--- src/rtl/tccu_pkg.sv ---
/*
  Shared constants for the timer capture/compare unit: register map,
  control field layout, mode codes and decode functions.
  Assumes a 32-bit APB slave with byte addresses in the low 8 bits.
*/
package tccu_pkg;

  ////////////////////////////////////////////////////////////////////////
  // Register map (byte addresses)
  localparam int unsigned TCCU_AW = 8;
  localparam logic [1:0][7:0] OFS_VALUE_LOW = {8'h0c, 8'h00};
  localparam logic [1:0][7:0] OFS_VALUE_HIGH = {8'h10, 8'h04};
  localparam logic [1:0][7:0] OFS_CONTROL = {8'h14, 8'h08};
  localparam logic [7:0] OFS_SECOND_TIMER_CONTROL = 8'h18;
  localparam logic [7:0] OFS_EVENT_FLAGS = 8'h1c;
  localparam logic [7:0] OFS_EVENT_ENABLES = 8'h20;

  ////////////////////////////////////////////////////////////////////////
  // Field layout and reset values
  localparam int unsigned CONTROL_BITS = 6;
  localparam int unsigned MODE_LSB = 0;
  localparam int unsigned DUTY_LSB = 4;
  localparam int unsigned TIMER_SELECT_LOW_BIT = 3;
  localparam int unsigned TIMER_SELECT_HIGH_BIT = 6;
  localparam int unsigned SECOND_TIMER_CONTROL_BITS = 7;
  localparam logic [5:0] CONTROL_RESET = 6'h00;
  localparam logic [6:0] SECOND_TIMER_CONTROL_RESET = 7'h00;
  localparam logic [15:0] VALUE_RESET = 16'h0000;

  ////////////////////////////////////////////////////////////////////////
  // Mode codes
  localparam logic [3:0] MODE_OFF = 4'h0;
  localparam logic [3:0] MODE_CMP_TOGGLE = 4'h2;
  localparam logic [3:0] MODE_CAP_FALL = 4'h4;
  localparam logic [3:0] MODE_CAP_RISE = 4'h5;
  localparam logic [3:0] MODE_CAP_RISE4 = 4'h6;
  localparam logic [3:0] MODE_CAP_RISE16 = 4'h7;
  localparam logic [3:0] MODE_CMP_SET = 4'h8;
  localparam logic [3:0] MODE_CMP_CLEAR = 4'h9;
  localparam logic [3:0] MODE_CMP_SOFT = 4'ha;
  localparam logic [3:0] MODE_CMP_TRIGGER = 4'hb;
  localparam logic [1:0] MODE_PWM_PREFIX = 2'h3;

  // Prescaler counts that complete every 4th and 16th rising edge
  localparam logic [3:0] PRESCALE_QUARTER = 4'h3;
  localparam logic [3:0] PRESCALE_SIXTEENTH = 4'hf;
  localparam int unsigned PWM_BITS = 10;

  ////////////////////////////////////////////////////////////////////////
  // Mode decode
  function automatic logic is_capture(input logic [3:0] mode);
    return mode[3:2] == 2'h1;
  endfunction

  function automatic logic is_compare(input logic [3:0] mode);
    return mode == MODE_CMP_TOGGLE || mode[3:2] == 2'h2;
  endfunction

  function automatic logic is_pwm(input logic [3:0] mode);
    return mode[3:2] == MODE_PWM_PREFIX;
  endfunction

  // High select hands both channels the second timer; low hands it
  // to the second channel only
  function automatic logic uses_second_timer(input logic [6:0] tctl,
                                             input logic chan);
    return tctl[TIMER_SELECT_HIGH_BIT] ||
           (chan && tctl[TIMER_SELECT_LOW_BIT]);
  endfunction

endpackage

--- src/rtl/tccu_chan_if.sv ---
/*
  Carrier between the register front end and one channel.
  Assumes both ends run on the same clock.
*/
`timescale 1ns/1ns
interface tccu_chan_if;
  logic [3:0] mode;
  logic [1:0] duty_low;
  logic ctl_load;
  logic wr_low;
  logic wr_high;
  logic [7:0] wdata;
  logic [15:0] timer;
  logic pin_in;
  logic [15:0] value;
  logic pin_out;
  logic flag_set;
  logic trigger;

  modport ctl (
    output mode, duty_low, ctl_load, wr_low, wr_high, wdata, timer, pin_in,
    input value, pin_out, flag_set, trigger
  );

  modport chan (
    input mode, duty_low, ctl_load, wr_low, wr_high, wdata, timer, pin_in,
    output value, pin_out, flag_set, trigger
  );
endinterface

--- src/rtl/tccu_channel.sv ---
/*
  One capture/compare/PWM channel: 16-bit value register, capture edge
  prescaler, compare action on the output latch, simple 10-bit PWM.
  Assumes the pin input and the timer value are synchronous to clock.
*/
`timescale 1ns/1ns
module tccu_channel
  import tccu_pkg::*;
(
  // Clock and reset
  input wire logic clock,
  input wire logic reset,
  // Front end
  tccu_chan_if.chan bus
);

  typedef struct packed {
    logic [15:0] value;
    logic [1:0] duty_frac;
    logic [PWM_BITS-1:0] pwm_count;
    logic [3:0] prescale;
    logic pin;
    logic pin_prev;
    logic match_prev;
  } tccu_chan_state_t;

  tccu_chan_state_t s;
  tccu_chan_state_t next_s;
  logic rise;
  logic fall;
  logic hit;
  logic fire;
  logic take;

  assign rise = bus.pin_in && !s.pin_prev;
  assign fall = !bus.pin_in && s.pin_prev;
  assign hit = s.value == bus.timer;
  // Act once per match so a stalled timer does not retrigger each cycle
  assign fire = is_compare(bus.mode) && hit && !s.match_prev;

  always_comb begin
    take = 1'b0;
    unique case (bus.mode)
      MODE_CAP_FALL: take = fall;
      MODE_CAP_RISE: take = rise;
      MODE_CAP_RISE4: take = rise && s.prescale[1:0] == PRESCALE_QUARTER[1:0];
      MODE_CAP_RISE16: take = rise && s.prescale == PRESCALE_SIXTEENTH;
      default: take = 1'b0;
    endcase
  end

  ////////////////////////////////////////////////////////////////////////
  always_comb begin
    next_s = s;
    next_s.pin_prev = bus.pin_in;
    next_s.match_prev = hit && is_compare(bus.mode);
    // The count survives a switch between capture settings, so the
    // first capture after such a switch may come early
    if (!is_capture(bus.mode)) begin
      next_s.prescale = 4'h0;
    end else if (rise) begin
      next_s.prescale = s.prescale + 4'h1;
    end
    if (bus.wr_low) begin
      next_s.value[7:0] = bus.wdata;
    end
    // Upper byte is the duty latch while in PWM, so software cannot write it
    if (bus.wr_high && !is_pwm(bus.mode)) begin
      next_s.value[15:8] = bus.wdata;
    end
    if (take) begin
      next_s.value = bus.timer;
    end
    if (fire) begin
      unique case (bus.mode)
        MODE_CMP_TOGGLE: next_s.pin = !s.pin;
        MODE_CMP_SET: next_s.pin = 1'b1;
        MODE_CMP_CLEAR: next_s.pin = 1'b0;
        default: next_s.pin = s.pin;
      endcase
    end
    if (is_pwm(bus.mode)) begin
      next_s.pwm_count = s.pwm_count + 10'h001;
      // Duty reloads only at the period end to avoid glitches
      if (s.pwm_count == '1) begin
        next_s.value[15:8] = s.value[7:0];
        next_s.duty_frac = bus.duty_low;
      end
      // Compare against the duty that holds for the new count, so the
      // first cycle of a period already follows a fresh reload
      next_s.pin =
        {next_s.value[15:8], next_s.duty_frac} > next_s.pwm_count;
    end else begin
      next_s.pwm_count = '0;
    end
    if (bus.ctl_load) begin
      unique case (bus.wdata[3:0])
        MODE_OFF: next_s.pin = 1'b0;
        MODE_CMP_SET: next_s.pin = 1'b0;
        MODE_CMP_CLEAR: next_s.pin = 1'b1;
        default: next_s.pin = next_s.pin;
      endcase
    end
  end

  always_ff @(posedge clock or posedge reset) begin
    if (reset) begin
      s <= '{value: VALUE_RESET, default: '0};
    end else begin
      s <= next_s;
    end
  end

  assign bus.value = s.value;
  assign bus.pin_out = s.pin;
  assign bus.flag_set = take || fire;
  assign bus.trigger = fire && bus.mode == MODE_CMP_TRIGGER;
endmodule

--- src/rtl/tccu_top.sv ---
/*
  Timer capture/compare unit with two channels behind an APB slave.
  Assumes the two 16-bit timers and their counting live outside; this
  block reads their values and pulses their clear inputs.
*/
// Chosen here: the register addresses and the APB slave port.
// Operation
// - Capture copies selected timer into value register and sets the sticky flag
// - Capture codes 0100-0111: falling, rising, 4th rising, 16th rising
// - Codes 0010 toggle, 1000 start low set high, 1001 start high set low
// - 1010 flag only, 1011 trigger, 11xx PWM, 0000 off and reset
// - Timer choice per channel comes from second timer control bits
// - Changing capture mode may set a false flag; software masks it
// - Prescaler counter cleared whenever channel is not capturing
// - Switching prescaler setting keeps the count; early capture possible
// - Compare mode matches value against selected timer continuously
// - Compare match sets flag in the same cycle as pin action
// - Writing zero to control forces the compare latch low
// - Software-interrupt compare leaves pin alone; request only if enabled
// - First channel trigger clears the first timer, giving a period, unless the high select bit gives it the second timer
// - A channel trigger clears whichever timer it selected
// - Second channel trigger starts conversion only if converter enabled
// - Second channel trigger clearing a timer sets no timer flag
// - PWM output has at most 10-bit duty resolution
// - Writing zero to control forces the PWM latch low
`timescale 1ns/1ns
module tccu_top
  import tccu_pkg::*;
(
  // Clock and reset
  input wire logic CLOCK,
  input wire logic RESET,
  // APB slave
  input wire logic PSEL,
  input wire logic PENABLE,
  input wire logic PWRITE,
  input wire logic [TCCU_AW-1:0] PADDR,
  input wire logic [31:0] PWDATA,
  output logic [31:0] PRDATA,
  output logic PREADY,
  output logic PSLVERR,
  // Timers
  input wire logic [15:0] FIRST_TIMER,
  input wire logic [15:0] SECOND_TIMER,
  output logic FIRST_TIMER_RESET,
  output logic SECOND_TIMER_RESET,
  output logic TIMER_FLAG_HOLD,
  // Converter
  input wire logic ADC_ENABLED,
  output logic ADC_START,
  // Channel pins and requests
  input wire logic CHAN1_PIN_IN,
  input wire logic CHAN2_PIN_IN,
  output logic CHAN1_PIN_OUT,
  output logic CHAN2_PIN_OUT,
  output logic CHAN1_REQUEST,
  output logic CHAN2_REQUEST
);

  typedef struct packed {
    logic [1:0][CONTROL_BITS-1:0] control;
    logic [SECOND_TIMER_CONTROL_BITS-1:0] second_timer_control;
    logic [1:0] event_flag;
    logic [1:0] event_enable;
    logic [31:0] rdata;
  } tccu_top_state_t;

  tccu_top_state_t s;
  tccu_top_state_t next_s;
  tccu_chan_if ch [2] ();
  logic [1:0] pin_in;
  logic [1:0] pin_out;
  logic [1:0] flag_set;
  logic [1:0] trigger;
  logic [1:0] select_second;
  logic [1:0][15:0] value;
  logic access;
  logic wr;
  logic mapped;

  assign pin_in = {CHAN2_PIN_IN, CHAN1_PIN_IN};
  assign access = PSEL && PENABLE;
  assign wr = access && PWRITE;

  function automatic logic decoded(input logic [7:0] addr);
    return addr == OFS_VALUE_LOW[0] || addr == OFS_VALUE_LOW[1] ||
           addr == OFS_VALUE_HIGH[0] || addr == OFS_VALUE_HIGH[1] ||
           addr == OFS_CONTROL[0] || addr == OFS_CONTROL[1] ||
           addr == OFS_SECOND_TIMER_CONTROL ||
           addr == OFS_EVENT_FLAGS || addr == OFS_EVENT_ENABLES;
  endfunction

  assign mapped = decoded(PADDR);

  ////////////////////////////////////////////////////////////////////////
  // Channels
  for (genvar i = 0; i < 2; i++) begin : g_chan
    assign select_second[i] =
      uses_second_timer(s.second_timer_control, 1'(i));
    assign ch[i].mode = s.control[i][MODE_LSB +: 4];
    assign ch[i].duty_low = s.control[i][DUTY_LSB +: 2];
    assign ch[i].ctl_load = wr && PADDR == OFS_CONTROL[i];
    assign ch[i].wr_low = wr && PADDR == OFS_VALUE_LOW[i];
    assign ch[i].wr_high = wr && PADDR == OFS_VALUE_HIGH[i];
    assign ch[i].wdata = PWDATA[7:0];
    assign ch[i].timer = select_second[i] ? SECOND_TIMER : FIRST_TIMER;
    assign ch[i].pin_in = pin_in[i];
    assign value[i] = ch[i].value;
    assign pin_out[i] = ch[i].pin_out;
    assign flag_set[i] = ch[i].flag_set;
    assign trigger[i] = ch[i].trigger;

    tccu_channel u_channel (
      .clock(CLOCK),
      .reset(RESET),
      .bus(ch[i])
    );
  end

  ////////////////////////////////////////////////////////////////////////
  // Registers
  always_comb begin
    next_s = s;
    if (PSEL && !PENABLE) begin
      next_s.rdata = 32'h0000_0000;
      for (int i = 0; i < 2; i++) begin
        if (PADDR == OFS_VALUE_LOW[i]) begin
          next_s.rdata[7:0] = value[i][7:0];
        end
        if (PADDR == OFS_VALUE_HIGH[i]) begin
          next_s.rdata[7:0] = value[i][15:8];
        end
        if (PADDR == OFS_CONTROL[i]) begin
          next_s.rdata[CONTROL_BITS-1:0] = s.control[i];
        end
      end
      if (PADDR == OFS_SECOND_TIMER_CONTROL) begin
        next_s.rdata[SECOND_TIMER_CONTROL_BITS-1:0] = s.second_timer_control;
      end
      if (PADDR == OFS_EVENT_FLAGS) begin
        next_s.rdata[1:0] = s.event_flag;
      end
      if (PADDR == OFS_EVENT_ENABLES) begin
        next_s.rdata[1:0] = s.event_enable;
      end
    end
    for (int i = 0; i < 2; i++) begin
      if (wr && PADDR == OFS_CONTROL[i]) begin
        next_s.control[i] = PWDATA[CONTROL_BITS-1:0];
      end
    end
    if (wr && PADDR == OFS_SECOND_TIMER_CONTROL) begin
      next_s.second_timer_control = PWDATA[SECOND_TIMER_CONTROL_BITS-1:0];
    end
    if (wr && PADDR == OFS_EVENT_ENABLES) begin
      next_s.event_enable = PWDATA[1:0];
    end
    // Write one to clear; a new event in the same cycle wins.
    // A mode change may leave a false flag here for software to clear.
    if (wr && PADDR == OFS_EVENT_FLAGS) begin
      next_s.event_flag = s.event_flag & ~PWDATA[1:0];
    end
    next_s.event_flag = next_s.event_flag | flag_set;
  end

  always_ff @(posedge CLOCK or posedge RESET) begin
    if (RESET) begin
      s <= '{control: {CONTROL_RESET, CONTROL_RESET},
             second_timer_control: SECOND_TIMER_CONTROL_RESET,
             default: '0};
    end else begin
      s <= next_s;
    end
  end

  ////////////////////////////////////////////////////////////////////////
  // Outputs
  assign PRDATA = s.rdata;
  assign PREADY = 1'b1;
  assign PSLVERR = access && !mapped;
  assign CHAN1_PIN_OUT = pin_out[0];
  assign CHAN2_PIN_OUT = pin_out[1];
  assign CHAN1_REQUEST = s.event_flag[0] && s.event_enable[0];
  assign CHAN2_REQUEST = s.event_flag[1] && s.event_enable[1];
  assign FIRST_TIMER_RESET = |(trigger & ~select_second);
  assign SECOND_TIMER_RESET = |(trigger & select_second);
  assign TIMER_FLAG_HOLD = trigger[1];
  assign ADC_START = trigger[1] && ADC_ENABLED;
endmodule

--- config.mk ---
export PLATFORM = sky130hd
export DESIGN_NAME = tccu_top
export DESIGN_NICKNAME = d
export VERILOG_FILES = /design/src/rtl/tccu_pkg.sv /design/src/rtl/tccu_chan_if.sv /design/src/rtl/tccu_channel.sv /design/src/rtl/tccu_top.sv
export SDC_FILE = /design/constraint.sdc
export NUM_CORES = 1
export LEC_CHECK = 0
export ABC_CLOCK_PERIOD_IN_PS = 3600
export BUFFER_PORTS_ARGS = -buffer_cell sky130_fd_sc_hd__buf_4
export CAP_MARGIN = 25
export CELL_PAD_IN_SITES_DETAIL_PLACEMENT = 1
export CELL_PAD_IN_SITES_GLOBAL_PLACEMENT = 2
export CORE_UTILIZATION = 36
export DETAILED_ROUTE_END_ITERATION = 10
export GPL_ROUTABILITY_DRIVEN = 0
export PLACE_DENSITY_LB_ADDON = 0.12
export SETUP_SLACK_MARGIN = 0.4
export SLEW_MARGIN = 20
export SYNTH_ARGS = -nofsm -noshare
export SYNTH_HDL_FRONTEND = slang
export SYNTH_HIERARCHICAL = 1
export SYNTH_SLANG_ARGS = --single-unit
--- constraint.sdc ---
create_clock -name CLOCK -period 3.6 [get_ports CLOCK]
set_input_delay 0 -clock CLOCK [delete_from_list [all_inputs] [get_ports CLOCK]]
set_output_delay 0 -clock CLOCK [all_outputs]
set_load 0.1 [all_outputs]
* Word-level counts from Yosys, hierarchy flattened
Cells that the tools add are included.
** Cells by class
- $add $sub $neg :: 4
- Multipliers :: 0
- Div/mod/pow operators :: 0
- $lt $le $gt $ge :: 2
- Equal/unequal tests :: 42
- Shift operators :: 0
- Muxes and demuxes :: 46
- Bitwise logic cells :: 6
- Reductions and logical operators :: 64
** Operators by type and width (count)
- two-way mux 8 bit :: 14
- two-way mux 16 bit :: 4
- equality test 4 bit, second input constant :: 10
- equality test 16 bit :: 2
- equality test 4 x 3 -> 1 bit, second input constant :: 8
- equality test 8 x 5 -> 1 bit, second input constant :: 4
- logical AND 1 bit :: 32
- adder 10 x 1 -> 10 bit, second input constant :: 2
- equality test 10 bit, second input constant :: 2
- > comparator 10 bit :: 2
- two-way mux 10 bit :: 2
- equality test 8 x 4 -> 1 bit, second input constant :: 2
- two-way mux 4 bit :: 4
- two-way mux 2 bit :: 7
- logical OR 1 bit :: 13
- equality test 2 bit, second input constant :: 6
- zero test 1 bit :: 12
- two-way mux 6 bit :: 2
- adder 4 x 1 -> 4 bit, second input constant :: 2
- equality test 4 x 2 -> 1 bit, second input constant :: 2
- equality test 8 x 3 -> 1 bit, second input constant :: 1
- equality test 8 x 6 -> 1 bit, second input constant :: 1
- zero test 8 bit :: 1
- one-hot mux 1 bit (4 select lines) :: 2
- other kinds (12) :: 27
** Storage, ports and cells
- Flip-flop bits (word level) :: 101
- Bits in latches :: 0
- Memory bits (writable) :: 0
- ROM bits :: 0
- Word-level logic and storage cells :: 186
- Memories :: 0

* Depth between registers and ports, before layout
- Word-level depth :: 12
- Mapped depth :: 15
- Gate-level depth less buffers :: 14

* Cells and area by module
The synthesis kept the hierarchy.
** Modules (own cells, without submodules)
- tccu_channel :: times used 2, cells an instance 249, area each 2437.3 um2, sequential area each 875.8 um2
- tccu_top :: times used 1, cells an instance 290, area each 2588.7 um2, sequential area each 775.7 um2

* Worst setup path after synthesis
No wires, ideal clock.
- Path type :: register to output
- From :: reg s[39] (netlist name)
- To :: out FIRST_TIMER_RESET
- Data arrival time :: 7.179 ns
- Data required time :: 3.600 ns
- Setup slack :: -3.579 ns
- Stages on the path, launching flop included :: 12
- Buffers on the path :: 1
- Path through :: dfrtp_1 > nor2_1 > clkbuf_1 > mux2_2 > xor2_1 > nor4_1 > nand3_1 > nor4_2 > nand2b_1 > nor4_1 > a21oi_1 > nor2_1
** RTL lines
- start, declared :: RTL line tccu_top.sv:68 : tccu_top_state_t s;
- start signal, assigned :: RTL line tccu_top.sv:168 : s <= '{control: {CONTROL_RESET, CONTROL_RESET},
- start signal, assigned :: RTL line tccu_top.sv:172 : s <= next_s;
- end, declared :: RTL line tccu_top.sv:45 : output logic FIRST_TIMER_RESET,

==> flow_summary.toml <==
[timing]
max_freq_mhz = 293
rsz0062_at_grt = "yes"
post-route-min-period_ns = 3.41
finalClockSkew_ns = 0.00843
setup_viol = 0
fin_crit_sh = 0.947
holdWs_ns = 0.00777
tightestPinTransition_ns = 0.751
finalMaxSlewViolations = 0
fin_tns_setup_ns = 0
hold_viol_final = 0
relSlewSlack = 0.497

[layout]
mostFrequentLayoutCell = "buf_4"
layout_common_cells = "buf_4, dfrtp_1, nor2_1, mux2_2, a21oi_1"
drive_gt1_frac = 0.322
areaGrowthSynthToFinish_pct = 21.5
antenna_cells = 0
post-route-util = 0.447
nets = 981
postLayoutCellArea_um2 = 9070

[floorplanning]
placementRows = 52
ios = 122
start_util = 0.368
die_w_um = 146
core_region_area_um2 = 20300
die-height_um = 146
dieArea_um2 = 21300

[logic_synthesis]
synthMuxAreaShare = 0.186
synthAdderAreaFrac = 0.0402
ys_seq_area_frac = 0.339
yosysWarningCount = 6
synthFlopType = "dfrtp_1"
synth-edff-count = 0
synth-seq-cells = 101
syn_area_um2 = 7460
syn-instance-count = 788
synth-xor-area-share = 0.0634
yosys.area_share.simple = 0.166
synth_top_cell_by_area = "dfrtp_1"
synth.distinct_cells = 62
synth.area.top_cells = "dfrtp_1, mux2_2, buf_4, mux2i_1, xor2_1"
async_reset_ff_frac = 1.00
synth_compound_area_frac = 0.112
synth_top_family_by_area = "multiplexers"
syn_avg_cell_area_um2 = 9.47
synth_top_area_frac = 0.339

[clock_network]
clock_latency_ns = 0.36
numCtsBuffers = 9
clkTransAtPathRegs_ns = 0.07
clock_sinks = 101
clk_path_buf_depth = 2
htreeDepth = 3
cts_tree = "built"
root_buffer = "clkbuf_16"

[worst_setup_path]
end_kind = "primary output"
crit_required_ns = 3.60
path_class = "reg2out"
start_kind = "flip-flop"
crit_fanout = 6
arrival_ns = 3.41

[grt]
antenna_found_initial = 0
grt_max_degree = 36
grt_overflow_total = 0
grtUsageTotal = 0.236
grt_pass1_vias = 6425
grt_pass1_wl_um = 38100

[route]
vias_per_cell = 5.55
vias = 6391
avgRoutedWirePerCell_um = 22.4
first_iter_violations = 396
drt_wl_total_um = 25800
ant_nets = 0
drc = 0
drt-pass1-iter-count = 5

[power_and_ir_drop]
power_uw = 2890
power_density_nw_per_um2 = 319
total_leakage_power_uw = 0.00404
sw_frac_of_total = 0.300
ir_drop_mv = 0.216
internal_power_uw = 2030
switchingPower_uw = 868
power_frac_comb = 0.194
p_seq_frac = 0.418
pwr-share-clk = 0.388

[placement]
io_buffer_count = 72
dp_hpwl_um = 18200
dpl-instance-area_um2 = 8140

[run_status]
run_status = "completed"

[worst_hold_path]
hold_class = "in2reg"

[run]
cap_violations = 0
-- metrics by stage --
stage                     worst slack [ns]  std cells
after floorplan                     -0.269        811
final                                0.191       1151
after global placement               0.240       1094
after CTS                            0.224       1131
after detailed placement             0.159       1094
after global routing                 0.100       1151
-- power by group through the flow --
stage / clock network (uW) / logic (uW) / registers, uW
after floorplan: 0 / 420 / 1210
after global placement: 0 / 523 / 1230
after detailed placement: 0 / 531 / 1230
after CTS: 1150 / 554 / 1210
after global routing: 1190 / 599 / 1210
final: 1120 / 562 / 1210
-- critical path, cell delays in order, from the launching register on --
cell	delay, ns
dfrtp_1	0.42
nor2_4	0.19
buf_12	0.14
buf_16	0.12
mux2_4	0.34
xor2_2	0.16
nor4_2	0.36
nand3_2	0.21
nor4_4	0.18
nand2b_1	0.14
nor4_4	0.20
buf_6	0.17
a21oi_1	0.09
nor2_4	0.13
buf_12	0.18
-- cells in the mapped netlist, drive strengths merged (3+ instances only) --
| cell | n |
|---|---|
| xnor2 | 10 |
| nand2 | 48 |
| nor2b | 12 |
| nand4 | 14 |
| xor2 | 44 |
| or4 | 3 |
| mux2 | 84 |
| a211oi | 4 |
| nor4 | 11 |
| o32a | 4 |
| and2 | 8 |
| ha | 24 |
| mux2i | 40 |
| nor2 | 87 |
| dfrtp | 101 |
| nand3 | 14 |
| a21oi | 50 |
| o211ai | 6 |
| or3 | 6 |
| o2bb2ai | 4 |
| a32oi | 4 |
| clkbuf | 15 |
| buf | 77 |
| nand3b | 3 |
| o21ai | 19 |
| inv | 23 |
| o221ai | 3 |
| o21a | 4 |
| nor3 | 16 |
| nand2b | 7 |
| o31ai | 7 |
| and3 | 5 |
| o2111ai | 6 |
-- metal layers --
metal / vias to the layer above / wire length (um) / track usage
li1: 2892 / - / -
met1: 3280 / 12900 / 0.349
met2: 199 / 11300 / 0.362
met3: 20 / 1150 / 0.0235
met4: 0 / 393 / 0.0661
met5: - / 0 / 0
-- layout make-up --
type	instances	area [um^2]
fillers	2351	11200
inverters	24	90.1
clock buffers	12	267
flip-flops and latches	101	2530
multi-input cells	596	4500
clock inverters	3	67.6
repair buffers	145	1270
well taps	270	338
-- sequential cells by signal, indices dropped and copies added (netlist names) --
signal and cells:
s 11, g_chan.u_channel/bus.pin_out 2, g_chan.u_channel/bus.value 32, ch.duty_low 4
g_chan.u_channel/s 36, PRDATA 8, ch.mode 8
-- final timing paths --
| path | startpoint | to | slack [ns] | depth (start not counted) |
|---|---|---|---|---|
| setup / recovery | s[39]$_DFFE_PP0P_ | SECOND_TIMER_RESET | 0.19 | 14 |
| hold / removal | PWDATA[0] | ch[1].mode[0]$_DFFE_PP0P_ | 0.008 | 3 |
| setup reg to reg | g_chan[0].u_channel/s[1]$_DFF_PP0_ | g_chan[0].u_channel/bus.pin_out$_DFF_PP0_ | 0.50 | 11 |
| hold reg to reg | PRDATA[3]$_DFFE_PP0P_ | PRDATA[3]$_DFFE_PP0P_ | 0.49 | 2 |
| max in group asynchronous | RESET | s[42]$_DFFE_PP0P_ | 2.57 | 4 |
| min in group asynchronous | RESET | PRDATA[1]$_DFFE_PP0P_ | 0.33 | 3 |
-- cells by family (layout without fill, tap and decap cells) --
logic type / count (synthesis) / count (layout)
AOI/OAI and AO/OA: 127 / 129
xor gates and xnor gates: 54 / 54
adders and majority gates: 24 / 24
buffers and inverters: 116 / 184
DFF: 101 / 101
muxes: 125 / 125
other: 2 / 25
and+or+nand+nor: 239 / 239
-- timing repair --
action / CTS / global route
pin swaps: 8 / 7
gates cloned: 2 / 2
buffers inserted: 13 / 18
hold endpoints to repair: 92 / 0
setup endpoints to repair: 6 / 6
hold buffers: 7 / 0
gates resized for setup: 30 / 13
(Power assumes the default switching activity.)
